File: src/core/tmr_pkg.sv
/*
  Shared constants for the timer: register map, field positions,
  reset values and mode encodings.
  Assumes a 32-bit AXI4-Lite register bus with byte addresses.
*/
package tmr_pkg;
  localparam int CNT_W = 16;
  localparam int DT_W  = 8;
  localparam int NCH   = 4;
  localparam int NEV   = 5;
  localparam int AW    = 8;
  // Register byte offsets
  localparam logic [7:0] OFF_CTRL   = 8'h00;
  localparam logic [7:0] OFF_PSC    = 8'h04;
  localparam logic [7:0] OFF_PERIOD = 8'h08;
  localparam logic [7:0] OFF_COUNT  = 8'h0C;
  localparam logic [7:0] OFF_CHMODE = 8'h10;
  localparam logic [7:0] OFF_CMP0   = 8'h14;
  localparam logic [7:0] OFF_DT     = 8'h24;
  localparam logic [7:0] OFF_STAT   = 8'h28;
  localparam logic [7:0] OFF_CLR    = 8'h2C;
  localparam logic [7:0] OFF_IEN    = 8'h30;
  localparam logic [7:0] OFF_DEN    = 8'h34;
  // Control fields
  localparam int CTRL_EN   = 0;
  localparam int CTRL_DIR  = 1;
  localparam int CTRL_OPM  = 3;
  localparam int CTRL_FRZ  = 4;
  localparam int CTRL_DOFF = 5;
  localparam int CTRL_SRC  = 6;
  localparam int CTRL_HALL = 8;
  localparam int CTRL_SRST = 9;
  localparam int CTRL_W    = 10;
  // Per-channel mode nibble: [1:0] mode, [2] polarity, [3] output enable
  localparam int CHM_POL   = 2;
  localparam int CHM_OE    = 3;
  localparam int DT_EN     = 8;
  localparam int ST_UPD    = 0;
  // Reset values
  localparam logic [15:0] PERIOD_RST = 16'hFFFF;
  localparam logic [1:0]  RESP_OKAY  = 2'h0;
  localparam logic [1:0]  RESP_ERR   = 2'h2;
  typedef enum logic [1:0] {CNT_UP = 2'h0, CNT_DOWN = 2'h1, CNT_CENTER = 2'h2} cnt_mode_type;
  typedef enum logic [1:0] {SRC_CLK = 2'h0, SRC_ENC = 2'h1, SRC_TRIG = 2'h2} src_type;
  typedef enum logic [1:0] {CH_CMP = 2'h0, CH_CAP = 2'h1, CH_PWM = 2'h2} ch_mode_type;
endpackage

File: src/core/chan_if.sv
/*
  Bundle between the timer core and one channel.
  Assumes both ends run on the same clock.
*/
`timescale 1ns/10ps
interface chan_if;
  logic [15:0] cnt;
  logic [15:0] cmp;
  logic [1:0]  mode;
  logic        step;
  logic        cap_evt;
  logic        ref_lvl;
  logic        evt;
  modport core (output cnt, cmp, mode, step, cap_evt, input ref_lvl, evt);
  modport chan (input cnt, cmp, mode, step, cap_evt, output ref_lvl, evt);
endinterface

File: src/core/timer_channel.sv
/*
  One capture/compare channel: compare toggle, PWM level, capture event.
  Assumes step pulses once per counter change.
*/
`timescale 1ns/10ps
module timer_channel (
  // Clock and reset
  input wire logic aclk,
  input wire logic aresetn,
  // Core side
  chan_if.chan     bus
);
  logic ref_q;
  logic evt_q;
  logic hit;

  assign hit = bus.step && (bus.cnt == bus.cmp);
  assign bus.ref_lvl = ref_q;
  assign bus.evt = evt_q;

  always_ff @(posedge aclk) begin
    if (!aresetn) begin
      ref_q <= 1'b0;
    end else begin
      case (bus.mode)
        tmr_pkg::CH_CMP: if (hit) ref_q <= ~ref_q;
        // Below compare is active: 0 is off, above period is on
        tmr_pkg::CH_PWM: ref_q <= (bus.cnt < bus.cmp);
        default:         ref_q <= 1'b0;
      endcase
    end
  end

  always_ff @(posedge aclk) begin
    if (!aresetn) begin
      evt_q <= 1'b0;
    end else begin
      evt_q <= (bus.mode == tmr_pkg::CH_CAP) ? bus.cap_evt : hit;
    end
  end
endmodule

File: src/core/dead_time.sv
/*
  Complementary output pair with dead time between edges.
  Assumes the reference level and settings are on the same clock.
*/
`timescale 1ns/10ps
module dead_time #(
  parameter int DT_W = 8
) (
  // Clock and reset
  input  wire logic            aclk,
  input  wire logic            aresetn,
  // Control
  input  wire logic            ref_lvl,
  input  wire logic            off,
  input  wire logic            comp_en,
  input  wire logic [DT_W-1:0] dt,
  // Pair
  output logic                 hi,
  output logic                 lo
);
  typedef enum logic [2:0] {
    S_DEAD = 3'h1, S_HI = 3'h2, S_LO = 3'h4
  } dt_state_type;
  dt_state_type    st_q;
  logic [DT_W-1:0] cnt_q;
  logic [DT_W-1:0] lim;

  assign lim = comp_en ? dt : '0;

  // Both sides pass through the dead state, so never on together
  always_ff @(posedge aclk) begin
    if (!aresetn) begin
      st_q  <= S_DEAD;
      hi    <= 1'b0;
      lo    <= 1'b0;
      cnt_q <= '0;
    end else begin
      case (st_q)
        S_HI: if (off || !ref_lvl) begin
          hi    <= 1'b0;
          cnt_q <= '0;
          st_q  <= S_DEAD;
        end
        S_LO: if (off || ref_lvl || !comp_en) begin
          lo    <= 1'b0;
          cnt_q <= '0;
          st_q  <= S_DEAD;
        end
        S_DEAD: if (off) begin
          cnt_q <= '0;
        end else if (cnt_q >= lim) begin
          if (ref_lvl) begin
            hi   <= 1'b1;
            st_q <= S_HI;
          end else if (comp_en) begin
            lo   <= 1'b1;
            st_q <= S_LO;
          end
        end else begin
          cnt_q <= cnt_q + 1'b1;
        end
        default: begin
          st_q <= S_DEAD;
          hi   <= 1'b0;
          lo   <= 1'b0;
        end
      endcase
    end
  end
endmodule

File: src/core/pwm_timer.sv
/*
  Four-channel capture/compare/PWM timer with prescaler, auto-reload
  counter, encoder and hall inputs, dead-time pairs and AXI4-Lite slave.
  Assumes pins are asynchronous; trig_in and dbg_halt share aclk.
*/
// The implementer's own choices: the register addresses and the AXI4-Lite register port.
// Overview of operation
// - 16-bit counter reloads from period; counts up, down or up/down.
// - Prescaler divides counting events by any ratio from 1 to 65536.
// - Four channels: capture, compare, PWM or one-pulse.
// - PWM edge-aligned in up and down modes, center-aligned in up/down mode.
// - Three complementary pairs on six outputs with programmable dead time.
// - PWM duty reaches fully off and fully on.
// - Debug halt can freeze counter and force outputs inactive.
// - Counter can hold its value while debug halt is high.
// - Trigger link: reset on input trigger, chain input as clock, output update.
// - Own DMA requests from update and channel events.
// - Quadrature encoder counts up or down by phase order.
// - Up to three hall inputs capture counter into channel 0 on change.
`timescale 1ns/10ps
module pwm_timer (
  // Clock and reset
  input  wire logic        aclk,
  input  wire logic        aresetn,
  // AXI4-Lite write
  input  wire logic [7:0]  awaddr,
  input  wire logic        awvalid,
  output logic             awready,
  input  wire logic [31:0] wdata,
  input  wire logic [3:0]  wstrb,
  input  wire logic        wvalid,
  output logic             wready,
  output logic [1:0]       bresp,
  output logic             bvalid,
  input  wire logic        bready,
  // AXI4-Lite read
  input  wire logic [7:0]  araddr,
  input  wire logic        arvalid,
  output logic             arready,
  output logic [31:0]      rdata,
  output logic [1:0]       rresp,
  output logic             rvalid,
  input  wire logic        rready,
  // Pins
  input  wire logic [3:0]  cap_in,
  input  wire logic        enc_a,
  input  wire logic        enc_b,
  input  wire logic [2:0]  hall_in,
  output logic [3:0]       ch_out,
  output logic [2:0]       ch_out_n,
  // System
  input  wire logic        dbg_halt,
  input  wire logic        trig_in,
  output logic             trig_out,
  output logic [4:0]       dma_req,
  output logic             irq
);
  localparam int W = tmr_pkg::CNT_W;

  logic [8:0]   pin_s1, pin_s2, pin_s3;
  logic         trig_prev_q;
  logic [9:0]   ctrl_q;
  logic [W-1:0] psc_q, psc_cnt_q, per_q, cnt_q, cnt_d;
  logic [15:0]  chm_q;
  logic [W-1:0] cmp_q [tmr_pkg::NCH];
  logic [8:0]   dt_q;
  logic [4:0]   stat_q, ien_q, den_q, ev_set;
  logic         dir_q, dir_d, upd;
  logic         run, src_ev, tick, dn, trig_rise, enc_step, enc_dn, hall_chg;
  logic [3:0]   cap_rise, ch_evt, ch_ref, ch_pol;
  logic [2:0]   dt_hi, dt_lo;
  logic         ch3_q, outs_off;
  logic [7:0]   waddr_q;
  logic [31:0]  wdat_q;
  logic [3:0]   wstb_q;
  logic         aw_full_q, w_full_q, do_wr, wr_ok;
  logic [31:0]  rd_mux, wmask;
  logic         rd_ok;
  logic [1:0]   cmode;

  // Pin synchronisers; stage 3 is the previous value for edges
  always_ff @(posedge aclk) begin
    if (!aresetn) begin
      pin_s1 <= 9'h000;
      pin_s2 <= 9'h000;
      pin_s3 <= 9'h000;
      trig_prev_q <= 1'b0;
    end else begin
      pin_s1 <= {hall_in, enc_b, enc_a, cap_in};
      pin_s2 <= pin_s1;
      pin_s3 <= pin_s2;
      trig_prev_q <= trig_in;
    end
  end

  assign cap_rise  = pin_s2[3:0] & ~pin_s3[3:0];
  assign enc_step  = (pin_s2[4] ^ pin_s3[4]) ^ (pin_s2[5] ^ pin_s3[5]);
  assign enc_dn    = ~(pin_s2[4] ^ pin_s3[5]);
  assign hall_chg  = |(pin_s2[8:6] ^ pin_s3[8:6]);
  assign trig_rise = trig_in & ~trig_prev_q;

  // Counting event source and prescaler
  assign cmode = ctrl_q[tmr_pkg::CTRL_DIR +: 2];
  assign run   = ctrl_q[tmr_pkg::CTRL_EN] && !(ctrl_q[tmr_pkg::CTRL_FRZ] && dbg_halt);
  always_comb begin
    case (ctrl_q[tmr_pkg::CTRL_SRC +: 2])
      tmr_pkg::SRC_ENC:  src_ev = enc_step;
      tmr_pkg::SRC_TRIG: src_ev = trig_rise;
      default:           src_ev = 1'b1;
    endcase
  end
  // A count left above a newly lowered prescale value ends at once
  assign tick = run && src_ev && (psc_cnt_q >= psc_q);

  always_ff @(posedge aclk) begin
    if (!aresetn) begin
      psc_cnt_q <= '0;
    end else if (ctrl_q[tmr_pkg::CTRL_SRST] && trig_rise) begin
      psc_cnt_q <= '0;
    end else if (run && src_ev) begin
      psc_cnt_q <= (psc_cnt_q >= psc_q) ? '0 : psc_cnt_q + 1'b1;
    end
  end

  // Counter next value and update event
  always_comb begin
    cnt_d = cnt_q;
    dir_d = dir_q;
    upd   = 1'b0;
    if (ctrl_q[tmr_pkg::CTRL_SRC +: 2] == tmr_pkg::SRC_ENC) dn = enc_dn;
    else if (cmode == tmr_pkg::CNT_DOWN) dn = 1'b1;
    else if (cmode == tmr_pkg::CNT_CENTER) dn = dir_q;
    else dn = 1'b0;
    if (tick) begin
      if (!dn && cnt_q >= per_q) begin
        upd = 1'b1;
        if (cmode == tmr_pkg::CNT_CENTER) begin
          dir_d = 1'b1;
          cnt_d = (per_q == '0) ? '0 : per_q - 1'b1;
        end else begin
          cnt_d = '0;
        end
      end else if (dn && cnt_q == '0) begin
        upd = 1'b1;
        if (cmode == tmr_pkg::CNT_CENTER) begin
          dir_d = 1'b0;
          cnt_d = (per_q == '0) ? '0 : 16'h0001;
        end else begin
          cnt_d = per_q;
        end
      end else begin
        cnt_d = dn ? cnt_q - 1'b1 : cnt_q + 1'b1;
      end
    end
    if (ctrl_q[tmr_pkg::CTRL_SRST] && trig_rise) begin
      cnt_d = '0;
      dir_d = 1'b0;
    end
    if (do_wr && waddr_q == tmr_pkg::OFF_COUNT) begin
      cnt_d = (cnt_q & ~wmask[15:0]) | (wdat_q[15:0] & wmask[15:0]);
    end
  end

  always_ff @(posedge aclk) begin
    if (!aresetn) begin
      cnt_q <= '0;
      dir_q <= 1'b0;
    end else begin
      cnt_q <= cnt_d;
      dir_q <= dir_d;
    end
  end

  // Channels
  generate
    for (genvar i = 0; i < tmr_pkg::NCH; i++) begin : g_ch
      chan_if cif ();
      assign cif.cnt     = cnt_q;
      assign cif.cmp     = cmp_q[i];
      assign cif.mode    = chm_q[4*i +: 2];
      assign cif.step    = tick;
      assign cif.cap_evt = (i == 0 && ctrl_q[tmr_pkg::CTRL_HALL]) ? hall_chg : cap_rise[i];
      assign ch_ref[i]   = cif.ref_lvl;
      assign ch_evt[i]   = cif.evt;
      assign ch_pol[i]   = chm_q[4*i + tmr_pkg::CHM_POL];
      timer_channel u_ch (
        .aclk    (aclk),
        .aresetn (aresetn),
        .bus     (cif.chan)
      );

      // Compare value from software, or captured counter
      always_ff @(posedge aclk) begin
        if (!aresetn) begin
          cmp_q[i] <= '0;
        end else if (cif.mode == tmr_pkg::CH_CAP && cif.cap_evt) begin
          cmp_q[i] <= cnt_q;
        end else if (do_wr && waddr_q == tmr_pkg::OFF_CMP0 + 8'(4 * i)) begin
          cmp_q[i] <= (cmp_q[i] & ~wmask[15:0]) | (wdat_q[15:0] & wmask[15:0]);
        end
      end

      if (i < 3) begin : g_pair
        dead_time #(.DT_W(tmr_pkg::DT_W)) u_dt (
          .aclk    (aclk),
          .aresetn (aresetn),
          .ref_lvl (ch_ref[i] ^ ch_pol[i]),
          .off     (outs_off || !chm_q[4*i + tmr_pkg::CHM_OE]),
          .comp_en (dt_q[tmr_pkg::DT_EN]),
          .dt      (dt_q[7:0]),
          .hi      (dt_hi[i]),
          .lo      (dt_lo[i])
        );
      end
    end
  endgenerate

  assign outs_off = ctrl_q[tmr_pkg::CTRL_DOFF] && dbg_halt;
  assign ch_out   = {ch3_q, dt_hi};
  assign ch_out_n = dt_lo;

  always_ff @(posedge aclk) begin
    if (!aresetn) ch3_q <= 1'b0;
    else ch3_q <= (ch_ref[3] ^ ch_pol[3]) && chm_q[4*3 + tmr_pkg::CHM_OE] && !outs_off;
  end

  // Events: status, interrupt, DMA and trigger out
  assign ev_set = {ch_evt, upd};
  always_ff @(posedge aclk) begin
    if (!aresetn) begin
      stat_q <= '0;
    end else if (do_wr && waddr_q == tmr_pkg::OFF_CLR) begin
      stat_q <= (stat_q & ~wdat_q[4:0]) | ev_set;
    end else begin
      stat_q <= stat_q | ev_set;
    end
  end

  always_ff @(posedge aclk) begin
    if (!aresetn) begin
      irq      <= 1'b0;
      dma_req  <= '0;
      trig_out <= 1'b0;
    end else begin
      irq      <= |(stat_q & ien_q);
      dma_req  <= ev_set & den_q;
      trig_out <= upd;
    end
  end

  // Control registers; one-pulse clears enable on update
  always_ff @(posedge aclk) begin
    if (!aresetn) begin
      ctrl_q <= '0;
    end else if (do_wr && waddr_q == tmr_pkg::OFF_CTRL) begin
      ctrl_q <= (ctrl_q & ~wmask[9:0]) | (wdat_q[9:0] & wmask[9:0]);
    end else if (upd && ctrl_q[tmr_pkg::CTRL_OPM]) begin
      ctrl_q[tmr_pkg::CTRL_EN] <= 1'b0;
    end
  end

  always_ff @(posedge aclk) begin
    if (!aresetn) begin
      psc_q <= '0;
      per_q <= tmr_pkg::PERIOD_RST;
      chm_q <= '0;
      dt_q  <= '0;
      ien_q <= '0;
      den_q <= '0;
    end else if (do_wr) begin
      case (waddr_q)
        tmr_pkg::OFF_PSC:    psc_q <= (psc_q & ~wmask[15:0]) | (wdat_q[15:0] & wmask[15:0]);
        tmr_pkg::OFF_PERIOD: per_q <= (per_q & ~wmask[15:0]) | (wdat_q[15:0] & wmask[15:0]);
        tmr_pkg::OFF_CHMODE: chm_q <= (chm_q & ~wmask[15:0]) | (wdat_q[15:0] & wmask[15:0]);
        tmr_pkg::OFF_DT:     dt_q  <= (dt_q & ~wmask[8:0]) | (wdat_q[8:0] & wmask[8:0]);
        tmr_pkg::OFF_IEN:    if (wstb_q[0]) ien_q <= wdat_q[4:0];
        tmr_pkg::OFF_DEN:    if (wstb_q[0]) den_q <= wdat_q[4:0];
        default: ;
      endcase
    end
  end

  // AXI4-Lite write channel
  assign wmask = {{8{wstb_q[3]}}, {8{wstb_q[2]}}, {8{wstb_q[1]}}, {8{wstb_q[0]}}};
  assign do_wr = aw_full_q && w_full_q && !bvalid;
  always_comb begin
    case (waddr_q)
      tmr_pkg::OFF_CTRL, tmr_pkg::OFF_PSC, tmr_pkg::OFF_PERIOD, tmr_pkg::OFF_COUNT,
      tmr_pkg::OFF_CHMODE, tmr_pkg::OFF_DT, tmr_pkg::OFF_STAT, tmr_pkg::OFF_CLR,
      tmr_pkg::OFF_IEN, tmr_pkg::OFF_DEN: wr_ok = 1'b1;
      default: wr_ok = (waddr_q >= tmr_pkg::OFF_CMP0) && (waddr_q < tmr_pkg::OFF_DT);
    endcase
  end

  always_ff @(posedge aclk) begin
    if (!aresetn) begin
      awready   <= 1'b1;
      wready    <= 1'b1;
      aw_full_q <= 1'b0;
      w_full_q  <= 1'b0;
      waddr_q   <= '0;
      wdat_q    <= '0;
      wstb_q    <= '0;
      bvalid    <= 1'b0;
      bresp     <= tmr_pkg::RESP_OKAY;
    end else begin
      if (awvalid && awready) begin
        awready   <= 1'b0;
        aw_full_q <= 1'b1;
        waddr_q   <= {awaddr[7:2], 2'b00};
      end
      if (wvalid && wready) begin
        wready   <= 1'b0;
        w_full_q <= 1'b1;
        wdat_q   <= wdata;
        wstb_q   <= wstrb;
      end
      if (do_wr) begin
        aw_full_q <= 1'b0;
        w_full_q  <= 1'b0;
        bvalid    <= 1'b1;
        bresp     <= wr_ok ? tmr_pkg::RESP_OKAY : tmr_pkg::RESP_ERR;
      end
      if (bvalid && bready) begin
        bvalid  <= 1'b0;
        awready <= 1'b1;
        wready  <= 1'b1;
      end
    end
  end

  // AXI4-Lite read channel
  always_comb begin
    rd_mux = '0;
    rd_ok  = 1'b1;
    case ({araddr[7:2], 2'b00})
      tmr_pkg::OFF_CTRL:   rd_mux[9:0]  = ctrl_q;
      tmr_pkg::OFF_PSC:    rd_mux[15:0] = psc_q;
      tmr_pkg::OFF_PERIOD: rd_mux[15:0] = per_q;
      tmr_pkg::OFF_COUNT:  rd_mux[15:0] = cnt_q;
      tmr_pkg::OFF_CHMODE: rd_mux[15:0] = chm_q;
      tmr_pkg::OFF_DT:     rd_mux[8:0]  = dt_q;
      tmr_pkg::OFF_STAT:   rd_mux[4:0]  = stat_q;
      tmr_pkg::OFF_CLR:    rd_mux       = '0;
      tmr_pkg::OFF_IEN:    rd_mux[4:0]  = ien_q;
      tmr_pkg::OFF_DEN:    rd_mux[4:0]  = den_q;
      8'h14:               rd_mux[15:0] = cmp_q[0];
      8'h18:               rd_mux[15:0] = cmp_q[1];
      8'h1C:               rd_mux[15:0] = cmp_q[2];
      8'h20:               rd_mux[15:0] = cmp_q[3];
      default:             rd_ok        = 1'b0;
    endcase
  end

  always_ff @(posedge aclk) begin
    if (!aresetn) begin
      arready <= 1'b1;
      rvalid  <= 1'b0;
      rdata   <= '0;
      rresp   <= tmr_pkg::RESP_OKAY;
    end else if (arvalid && arready) begin
      arready <= 1'b0;
      rvalid  <= 1'b1;
      rdata   <= rd_mux;
      rresp   <= rd_ok ? tmr_pkg::RESP_OKAY : tmr_pkg::RESP_ERR;
    end else if (rvalid && rready) begin
      rvalid  <= 1'b0;
      arready <= 1'b1;
    end
  end
endmodule

File: config.mk
export PLATFORM = sky130hd
export DESIGN_NAME = pwm_timer
export DESIGN_NICKNAME = d
export VERILOG_FILES = /design/src/core/tmr_pkg.sv /design/src/core/chan_if.sv /design/src/core/timer_channel.sv /design/src/core/dead_time.sv /design/src/core/pwm_timer.sv
export SDC_FILE = /design/constraint.sdc
export NUM_CORES = 1
export LEC_CHECK = 0
export CORE_MARGIN = 10
export CORE_UTILIZATION = 24
export CTS_BUF_LIST = sky130_fd_sc_hd__clkbuf_8 sky130_fd_sc_hd__clkbuf_16
export DETAILED_ROUTE_END_ITERATION = 10
export DONT_BUFFER_PORTS = 1
export HOLD_SLACK_MARGIN = 0.1
export PLACE_DENSITY = 0.46
export SLEW_MARGIN = 10
export SYNTH_ARGS = -nofsm -noshare
export SYNTH_HDL_FRONTEND = slang
export SYNTH_SLANG_ARGS = --single-unit
export TNS_END_PERCENT = 50
File: constraint.sdc
create_clock -name aclk -period 3.24 [get_ports aclk]
set_input_delay 0.972 -clock aclk [delete_from_list [all_inputs] [get_ports aclk]]
set_output_delay 0.972 -clock aclk [all_outputs]
set_load 0.005 [all_outputs]
Yosys cells after proc, flatten, opt, wreduce, memory -nomap -nowiden
Memories as Yosys holds them, arrays and structs flattened.
Index checks and enable logic that the tools add are counted.
W data, S select, Z words.
- register bits after elaboration: 249
- memory bits (writable): 64
- input port bits: 70
- output and inout bits: 55
- word-level logic and storage cells: 472
- memories kept: 1
- add/sub/neg operators: 7
- magnitude comparators: 11
- equal/unequal tests: 84
- muxes and demuxes: 153
- bitwise logic cells: 65
- reduce and logical (&&, ||, !) cells: 98
- memory list (memory ; words ; width ; rd ports ; clocked after memory_dff ; write ports ; line ; text):
    cmp_q ; 4 ; 16 ; 4 ; 0 ; 4 ; pwm_timer.sv:65 ; logic [W-1:0] cmp_q [tmr_pkg::NCH];
- operators by type and width (operator ; number):
    $mux W16 ; 18
    $and A16 B16 Y16 ; 9
    $or A16 B16 Y16 ; 8
    $mux W8 ; 13
    $mux W1 ; 82
    $eq A6 B4 Y1 const B ; 12
    $pmux W8 S3 ; 3
    $pmux W5 S13 ; 1
    $eq A16 B16 Y1 ; 4
    $lt A16 B16 Y1 ; 4
    $eq A6 B3 Y1 const B ; 8
    $mux W3 ; 16
    $pmux W6 S8 ; 1
    $pmux W4 S10 ; 1
    $logic_and A1 B1 Y1 ; 34
    $add A16 B1 Y16 const B ; 2
    $ge A16 B16 Y1 ; 2
    $logic_not A16 Y1 ; 2
    $ne A2 B1 Y1 const B ; 16
    $sub A16 B1 Y16 const B ; 2
    $reduce_and A5 Y1 ; 6
    $pmux W3 S3 ; 3
    $add A8 B1 Y8 const B ; 3
    $eq A6 B2 Y1 const B ; 4
    49 further kinds ; 164

Longest topological paths before layout
Gate-level depths: netlist of run 1.
- depth after elaboration: 11
- depth in mapped cells: 13
- gate-level depth less buffers: 13

Modules after synthesis
Synthesis of run 1 repeated with hierarchy kept, for this count alone.
- cell total of the unflattened synthesis: 2155
- area total of the unflattened synthesis: 18870.6 µm²
- by module, submodules not included (module ; times used ; cells each ; area an instance (µm²) ; sequential area each (µm²)):
    pwm_timer ; 1 ; 1545 ; 13799.5 ; 5925.7
    dead_time ; 3 ; 114 ; 989.7 ; 260.2
    timer_channel ; 4 ; 67 ; 525.5 ; 40.0

Least setup slack after synthesis of run 1
OpenSTA, ideal clock, no wires.
- path type: register to register
- start point: reg with a tool-made name
- end point: reg with a tool-made name
- library setup time: 0.119 ns
- arrival time: 3.430 ns
- data required time: 3.121 ns
- setup slack: -0.308 ns
- stages on the path, launching flop included: 13
- path buffers: 0
- clock period less this slack: 3.548 ns
- cells stage by stage: dfxtp_1 -> nor2b_1 -> a211oi_1 -> nor2_1 -> ha_1 -> and3_1 -> a221oi_1 -> o221a_2 -> nand2b_1 -> xor2_1 -> a22oi_1 -> nor2_1 -> o221a_2

==> key figures, run 1 <==
Hold path
  • Hold_sp: pin_s1[6]
  • Hold EP: pin_s2[6]
  • Hold Path Class: register to register
  • Hold Path Cell Cnt: 1

Clock tree
  • CTS tree: done
  • Clock Tree Buf Depth: 3
  • Clk sinks: 311
  • Worst skew pair latency: 0.54 ns
  • Hold buffers post-CTS: 0
  • Worst-path clk slew: 0.06 ns
  • TritonCTS buffer count: 37
  • Deepest level of the CTS H-tree: 2
  • Clock Tree Root: clkbuf_16

Placement
  • Routability congestion estimate: 0.920
  • Post-DP HPWL: 53.3 mm
  • Post-placement worst setup slack: -0.126 ns
  • Count of input and output buffers: 0

Drt
  • Initial DRT Pass Iterations: 6
  • Total number of vias: 16200
  • Routed wire length: 69.5 mm
  • DRT antenna net count: 0
  • 1st-iter DRT viols: 1328
  • Vias per cell: 5.17
  • # DRC: 0
  • Routed len/inst: 22.1 um

Worst setup path
  • WP data arrival: 3.47 ns
  • Crit end category: register
  • Worst Path Required: 3.64 ns
  • Worst setup SP type: register
  • WS Path Type: register to register
  • Critical Path Fanout Max: 5
  • Worst R2R End: g_ch[1].u_ch.bus.ref_lvl
  • Register-to-Register Path Depth: 11
  • R2R setup slack: 0.17 ns

GRT
  • Vias in the first global route: 16000
  • First-pass GRT wire length: 103 mm
  • GR peak layer: met2
  • Remaining global-route overflow: 0
  • Global Route Usage Sum: 15.5%
  • Met3 layer usage reported by global route: 2.89%
  • M1 GR Usage: 19.3%
  • Largest net degree at the start of global routing: 104
  • Initial antenna violation count: 2
  • Met2 usage: 25.7%

STA
  • Worst-Margin Slew: 0.909 ns
  • Final setup skew: 0.0184 ns
  • Setup ws final: 0.170 ns
  • Slew margin rel.: 39.4%
  • Setup TNS: 0 ns
  • Post-layout min period: 3.07 ns
  • Fin crit share: 94.8%
  • RSZ-0062 raised after global routing: true
  • Final setup viols: 0
  • Peak Freq: 326 MHz
  • Final hold violations: 0
  • Max-slew violation count: 0

Synthesis
  • Count leader, synth: dfxtp_1
  • Area of the mapped netlist: 18100 sq um
  • Flop and latch count out of synthesis: 311
  • Synthesized area per cell: 8.67 sq um
  • Ys Warns: 0
  • Cell count after synthesis: 2086
  • Synth area leaders: dfxtp_1 27%, edfxtp_1 11%, ha_1 10%
  • Synth top area share: 27.3%
  • EDFF count, synth: 64
  • Top FF cell, synth: dfxtp_1
  • Post-synth top cells: 247 x dfxtp_1, 207 x nand2_1, 192 x nor2_1
  • Yosys top cell by area: dfxtp_1
  • Register area share after synthesis: 38.0%
  • Async SR Flop Fraction: 0%
  • Synth cell types: 85

Job
  • Max cap viols: 0

Die
  • Die W: 295 um
  • Starting Density: 24.3%
  • # IOs: 125
  • Core ar.: 74600 sq um
  • Die outline area: 86700 sq um
  • Die height: 295 um
  • Row Count: 100

Layout
  • Area Overhead vs Synth: 16.8%
  • Nets: 2361
  • Share of cells above drive strength 1: 10.3%

Power
  • Total power: 0.00889 W
  • Power Dens Cells: 421 nW/um^2
  • Pleak: 8.74 nW
  • Worst vdd ir: 0.000289 V

Run status
  • Outcome: finished clean
-- power by group --
group / switching, W / internal (W)
registers: 0.0000720 / 0.00402
logic: 0.000278 / 0.000120
clock network: 0.00179 / 0.00261
-- cells in the final DEF (no fill, tap or decap), types with 8 or more instances in the layout --
cell type	synthesis	final
a22o_1	31	31
a32o_1	16	16
a22oi_1	44	43
nand4_1	28	28
nor3_1	16	16
mux2i_1	63	63
and2_1	41	40
conb_1	1	18
a21o_1	25	25
xor2_1	20	20
inv_1	112	116
dfxtp_1	247	247
and3_1	36	36
clkbuf_16	0	39
nand2_1	207	207
clkinv_2	0	8
a21oi_1	137	137
a31oi_1	18	18
nor3b_1	11	10
xnor2_1	32	32
o21a_1	17	17
o211ai_1	31	31
a221oi_1	26	25
nand2b_1	34	34
nor2_1	192	191
nand3_1	61	61
edfxtp_1	64	64
a211o_1	11	11
o21ai_0	120	120
ha_1	144	142
nor4_1	14	13
buf_4	25	124
nor2b_1	23	22
-- critical path, cell delays in order (launching register included) --
cell and delay (ns):
dfxtp_1 0.38, inv_1 0.14, ha_1 0.33, and4_1 0.21, and2_0 0.17, nand4_1 0.12
a21bo_2 0.28, buf_4 0.19, nor4_1 0.70, buf_4 0.24, a211o_1 0.12, a21oi_1 0.06
-- through the flow --
| step | hold WS [ns] | utilization, % | area (sq um) | std cells |
|---|---|---|---|---|
| finish | 0.431 | 28.3 | 21100 | 3145 |
| CTS | 0.435 | 28.2 | 21000 | 3139 |
| global placement | 0.419 | 26.5 | 19700 | 3072 |
| global route | 0.457 | 28.3 | 21100 | 3143 |
| floorplan | 0.412 | - | 18200 | 2103 |
| detailed placement | 0.420 | 26.5 | 19700 | 3072 |
-- cell families (layout without fill, tap and decap cells) --
| family | Yosys count | after routing | share of synthesized area [%] |
|---|---|---|---|
| xor gates and xnor gates | 52 | 52 | 2.52 |
| muxes | 65 | 65 | 3.67 |
| AOI/OAI and AO/OA | 570 | 570 | 21.3 |
| DFF | 311 | 311 | 38.0 |
| and+or+nand+nor | 706 | 707 | 18.9 |
| other | 1 | 20 | 0.0207 |
| buffers and inverters | 236 | 306 | 5.51 |
| adders and majority gates | 145 | 145 | 10.1 |
-- what timing repair did --
| action | in CTS | in global routing |
|---|---|---|
| setup buffers | 0 | 3 |
| resized for setup | 3 | 11 |
| hold endpoints to repair | 0 | 0 |
| pin swaps | 0 | 4 |
| cloned | 0 | 1 |
| endpoints found under the setup margin | 6 | 7 |
-- worst max path at each step --
stage | start | end | depth (start not counted)
floorplan | register | register | 12
global placement | register | register | 14
detailed placement | register | register | 14
CTS | register | register | 14
global route | register | register | 15
finish | register | g_ch[1].u_ch.bus.ref_lvl | 11
-- routing by layer --
metal  vias to the layer above  wire (um)
li1                       7673          -
met1                      7849      29200
met2                       591      31900
met3                       136       4870
met4                         0       3550
met5                         -          0
-- cell type report --
cell class                      instances  area, sq um
Antenna cell                            2         5.00
Clock buffer                           43         1030
Clock inverter                         24          241
Fill cell                            7822        53400
Inverter                              113          427
Multi-Input combinational cell       1557        10400
Sequential cell                       311         6870
Tap cell                              969         1210
Timing Repair Buffer                  126          971
(Power assumes the default switching activity.)
==> run 2, diff against run 1 <==
--- a/config.mk
+++ b/config.mk
@@ -10,8 +10,10 @@
 export CTS_BUF_LIST = sky130_fd_sc_hd__clkbuf_8 sky130_fd_sc_hd__clkbuf_16
 export DETAILED_ROUTE_END_ITERATION = 10
 export DONT_BUFFER_PORTS = 1
+export GPL_ROUTABILITY_DRIVEN = 0
 export HOLD_SLACK_MARGIN = 0.1
 export PLACE_DENSITY = 0.46
+export REMOVE_ABC_BUFFERS = 1
 export SLEW_MARGIN = 10
 export SYNTH_ARGS = -nofsm -noshare
 export SYNTH_HDL_FRONTEND = slang
==> key figures, run 2 (same netlist as run 1, synthesis figures left out) <==
Worst setup path
  • Worst setup SP type: register
  • Worst path cell trace: inv_1, ha_2, a211oi_4, nor2_2, buf_4, ha_1, and3_1, a221oi_2, buf_4, o221a_2, nand2b_1, xor2_1, a22oi_1, nor2_1, o221a_2
  • Worst Path Required: 3.70 ns
  • WS Path Type: register to register
  • Slowest stage delay, CP: 0.34 ns
  • WP data arrival: 3.54 ns
  • Crit end category: register
  • Slowest stage cell, crit path: dfxtp_1
  • Critical Path Fanout Max: 4
  • Register-to-Register Path Depth: 15

Clock tree
  • CTS tree: done
  • Clock Tree Root: clkbuf_16
  • Worst skew pair latency: 0.57 ns
  • Hold buffers post-CTS: 0
  • Deepest level of the CTS H-tree: 2
  • TritonCTS buffer count: 38
  • Worst-path clk slew: 0.06 ns
  • Clk sinks: 311
  • Clock Tree Buf Depth: 3

GRT
  • Remaining global-route overflow: 0
  • First-pass GRT wire length: 102 mm
  • Vias in the first global route: 15900
  • Largest net degree at the start of global routing: 104
  • Initial antenna violation count: 2
  • Global Route Usage Sum: 15.3%

Layout
  • Area Overhead vs Synth: 18.3%
  • Share of cells above drive strength 1: 10.9%
  • Commonest non-fill, non-tap cells in the layout: 247 x dfxtp_1, 207 x nand2_1, 191 x nor2_1
  • # diodes: 0
  • Most common cell after layout, fill and taps aside: dfxtp_1
  • Nets: 2387
  • Fin area: 21400 sq um
  • Final Util: 28.7%

Die
  • Die outline area: 86700 sq um
  • Die W: 295 um
  • # IOs: 125
  • Die height: 295 um
  • Starting Density: 24.3%
  • Core ar.: 74600 sq um
  • Row Count: 100

Placement
  • Count of input and output buffers: 0
  • Post-placement worst setup slack: -0.182 ns
  • Post-DP HPWL: 52.1 mm
  • Post-place instance area: 20000 sq um

STA
  • Final hold violations: 0
  • Fin crit share: 95.2%
  • Setup TNS: 0 ns
  • Worst-Margin Slew: 0.971 ns
  • Peak Freq: 324 MHz
  • Final setup viols: 0
  • Slew margin rel.: 35.2%
  • Max-slew violation count: 0
  • RSZ-0062 raised after global routing: false
  • Setup ws final: 0.155 ns
  • Post-layout min period: 3.09 ns
  • Final setup skew: 0.0213 ns

Hold path
  • Hold Path Class: register to register
  • Hold Path Cell Cnt: 1

Drt
  • Routed len/inst: 21.6 um
  • Initial DRT Pass Iterations: 6
  • # DRC: 0
  • Routed wire length: 68.3 mm
  • Total number of vias: 16300
  • 1st-iter DRT viols: 1438
  • DRT antenna net count: 0
  • Vias per cell: 5.16

Run status
  • Outcome: finished clean

Power
  • Pleak: 8.95 nW
  • Power Dens Cells: 425 nW/um^2
  • Worst vdd ir: 0.000341 V

Job
  • Max cap viols: 0
==> run 2: changes by cell type in the layout (fill, tap and decap cells not counted), moves of 3 or more <==
cell,change
buf_12,+4
buf_4,+22
bufinv_16,+3
inv_1,+10
clkinv_2,-5
==> run 2: final timing paths <==
kind,from,end,slack (ns)
worst max-delay path,register,register,0.15
worst min-delay path,pin_s1[5],pin_s2[5],0.43
worst max register to register,register,register,0.15
worst min register to register,pin_s1[5],pin_s2[5],0.43
==> run 2: power breakdown <==
part | switching [W] | internal (W)
logic | 0.000278 | 0.000127
registers | 0.0000612 | 0.00402
clock network | 0.00179 | 0.00282
==> run 2: area by class of cell <==
class	count	area (sq um)
fillers	7932	53200
multi-input cells	1556	10300
flip-flops and latches	311	6870
repair buffers	152	1220
well taps	969	1210
clock buffers	43	1030
inverters	113	427
clock inverters	25	287
==> run 2: per-stage QoR <==
step	total power [W]	cells	hold WS [ns]
floorplan	0.00436	1980	0.412
global placement	0.00456	3100	0.420
detailed placement	0.00457	3100	0.417
CTS	0.00921	3168	0.431
global route	0.00939	3169	0.444
finish	0.00910	3169	0.430
==> run 2: layer usage <==
metal  wire (um)  up-vias  GRT usage (%)  part of all wire [%]
met5          13        -              0                 0.019
met4        1970        2           4.78                   2.9
met3        4590      113           3.11                   6.7
met2       31000      528           24.4                    45
met1       30800     7978           20.3                    45
li1            -     7724              -                     -
==> run 2: worst max-delay path: cells and delay by family (launching register included) <==
family / cells / cell delay, ns
AO/OA/AOI/OAI: 5 / 1.17
XOR/XNOR: 1 / 0.14
adder cells (fa/ha/maj): 2 / 0.51
buffers and inverters: 3 / 0.39
flip-flops: 1 / 0.34
AND/OR/NAND/NOR: 4 / 0.42
==> run 2: timing repair <==
action,CTS,global route
pin swaps,0,1
buffers inserted,0,1
resized for setup,1,9
setup endpoints to repair,9,9
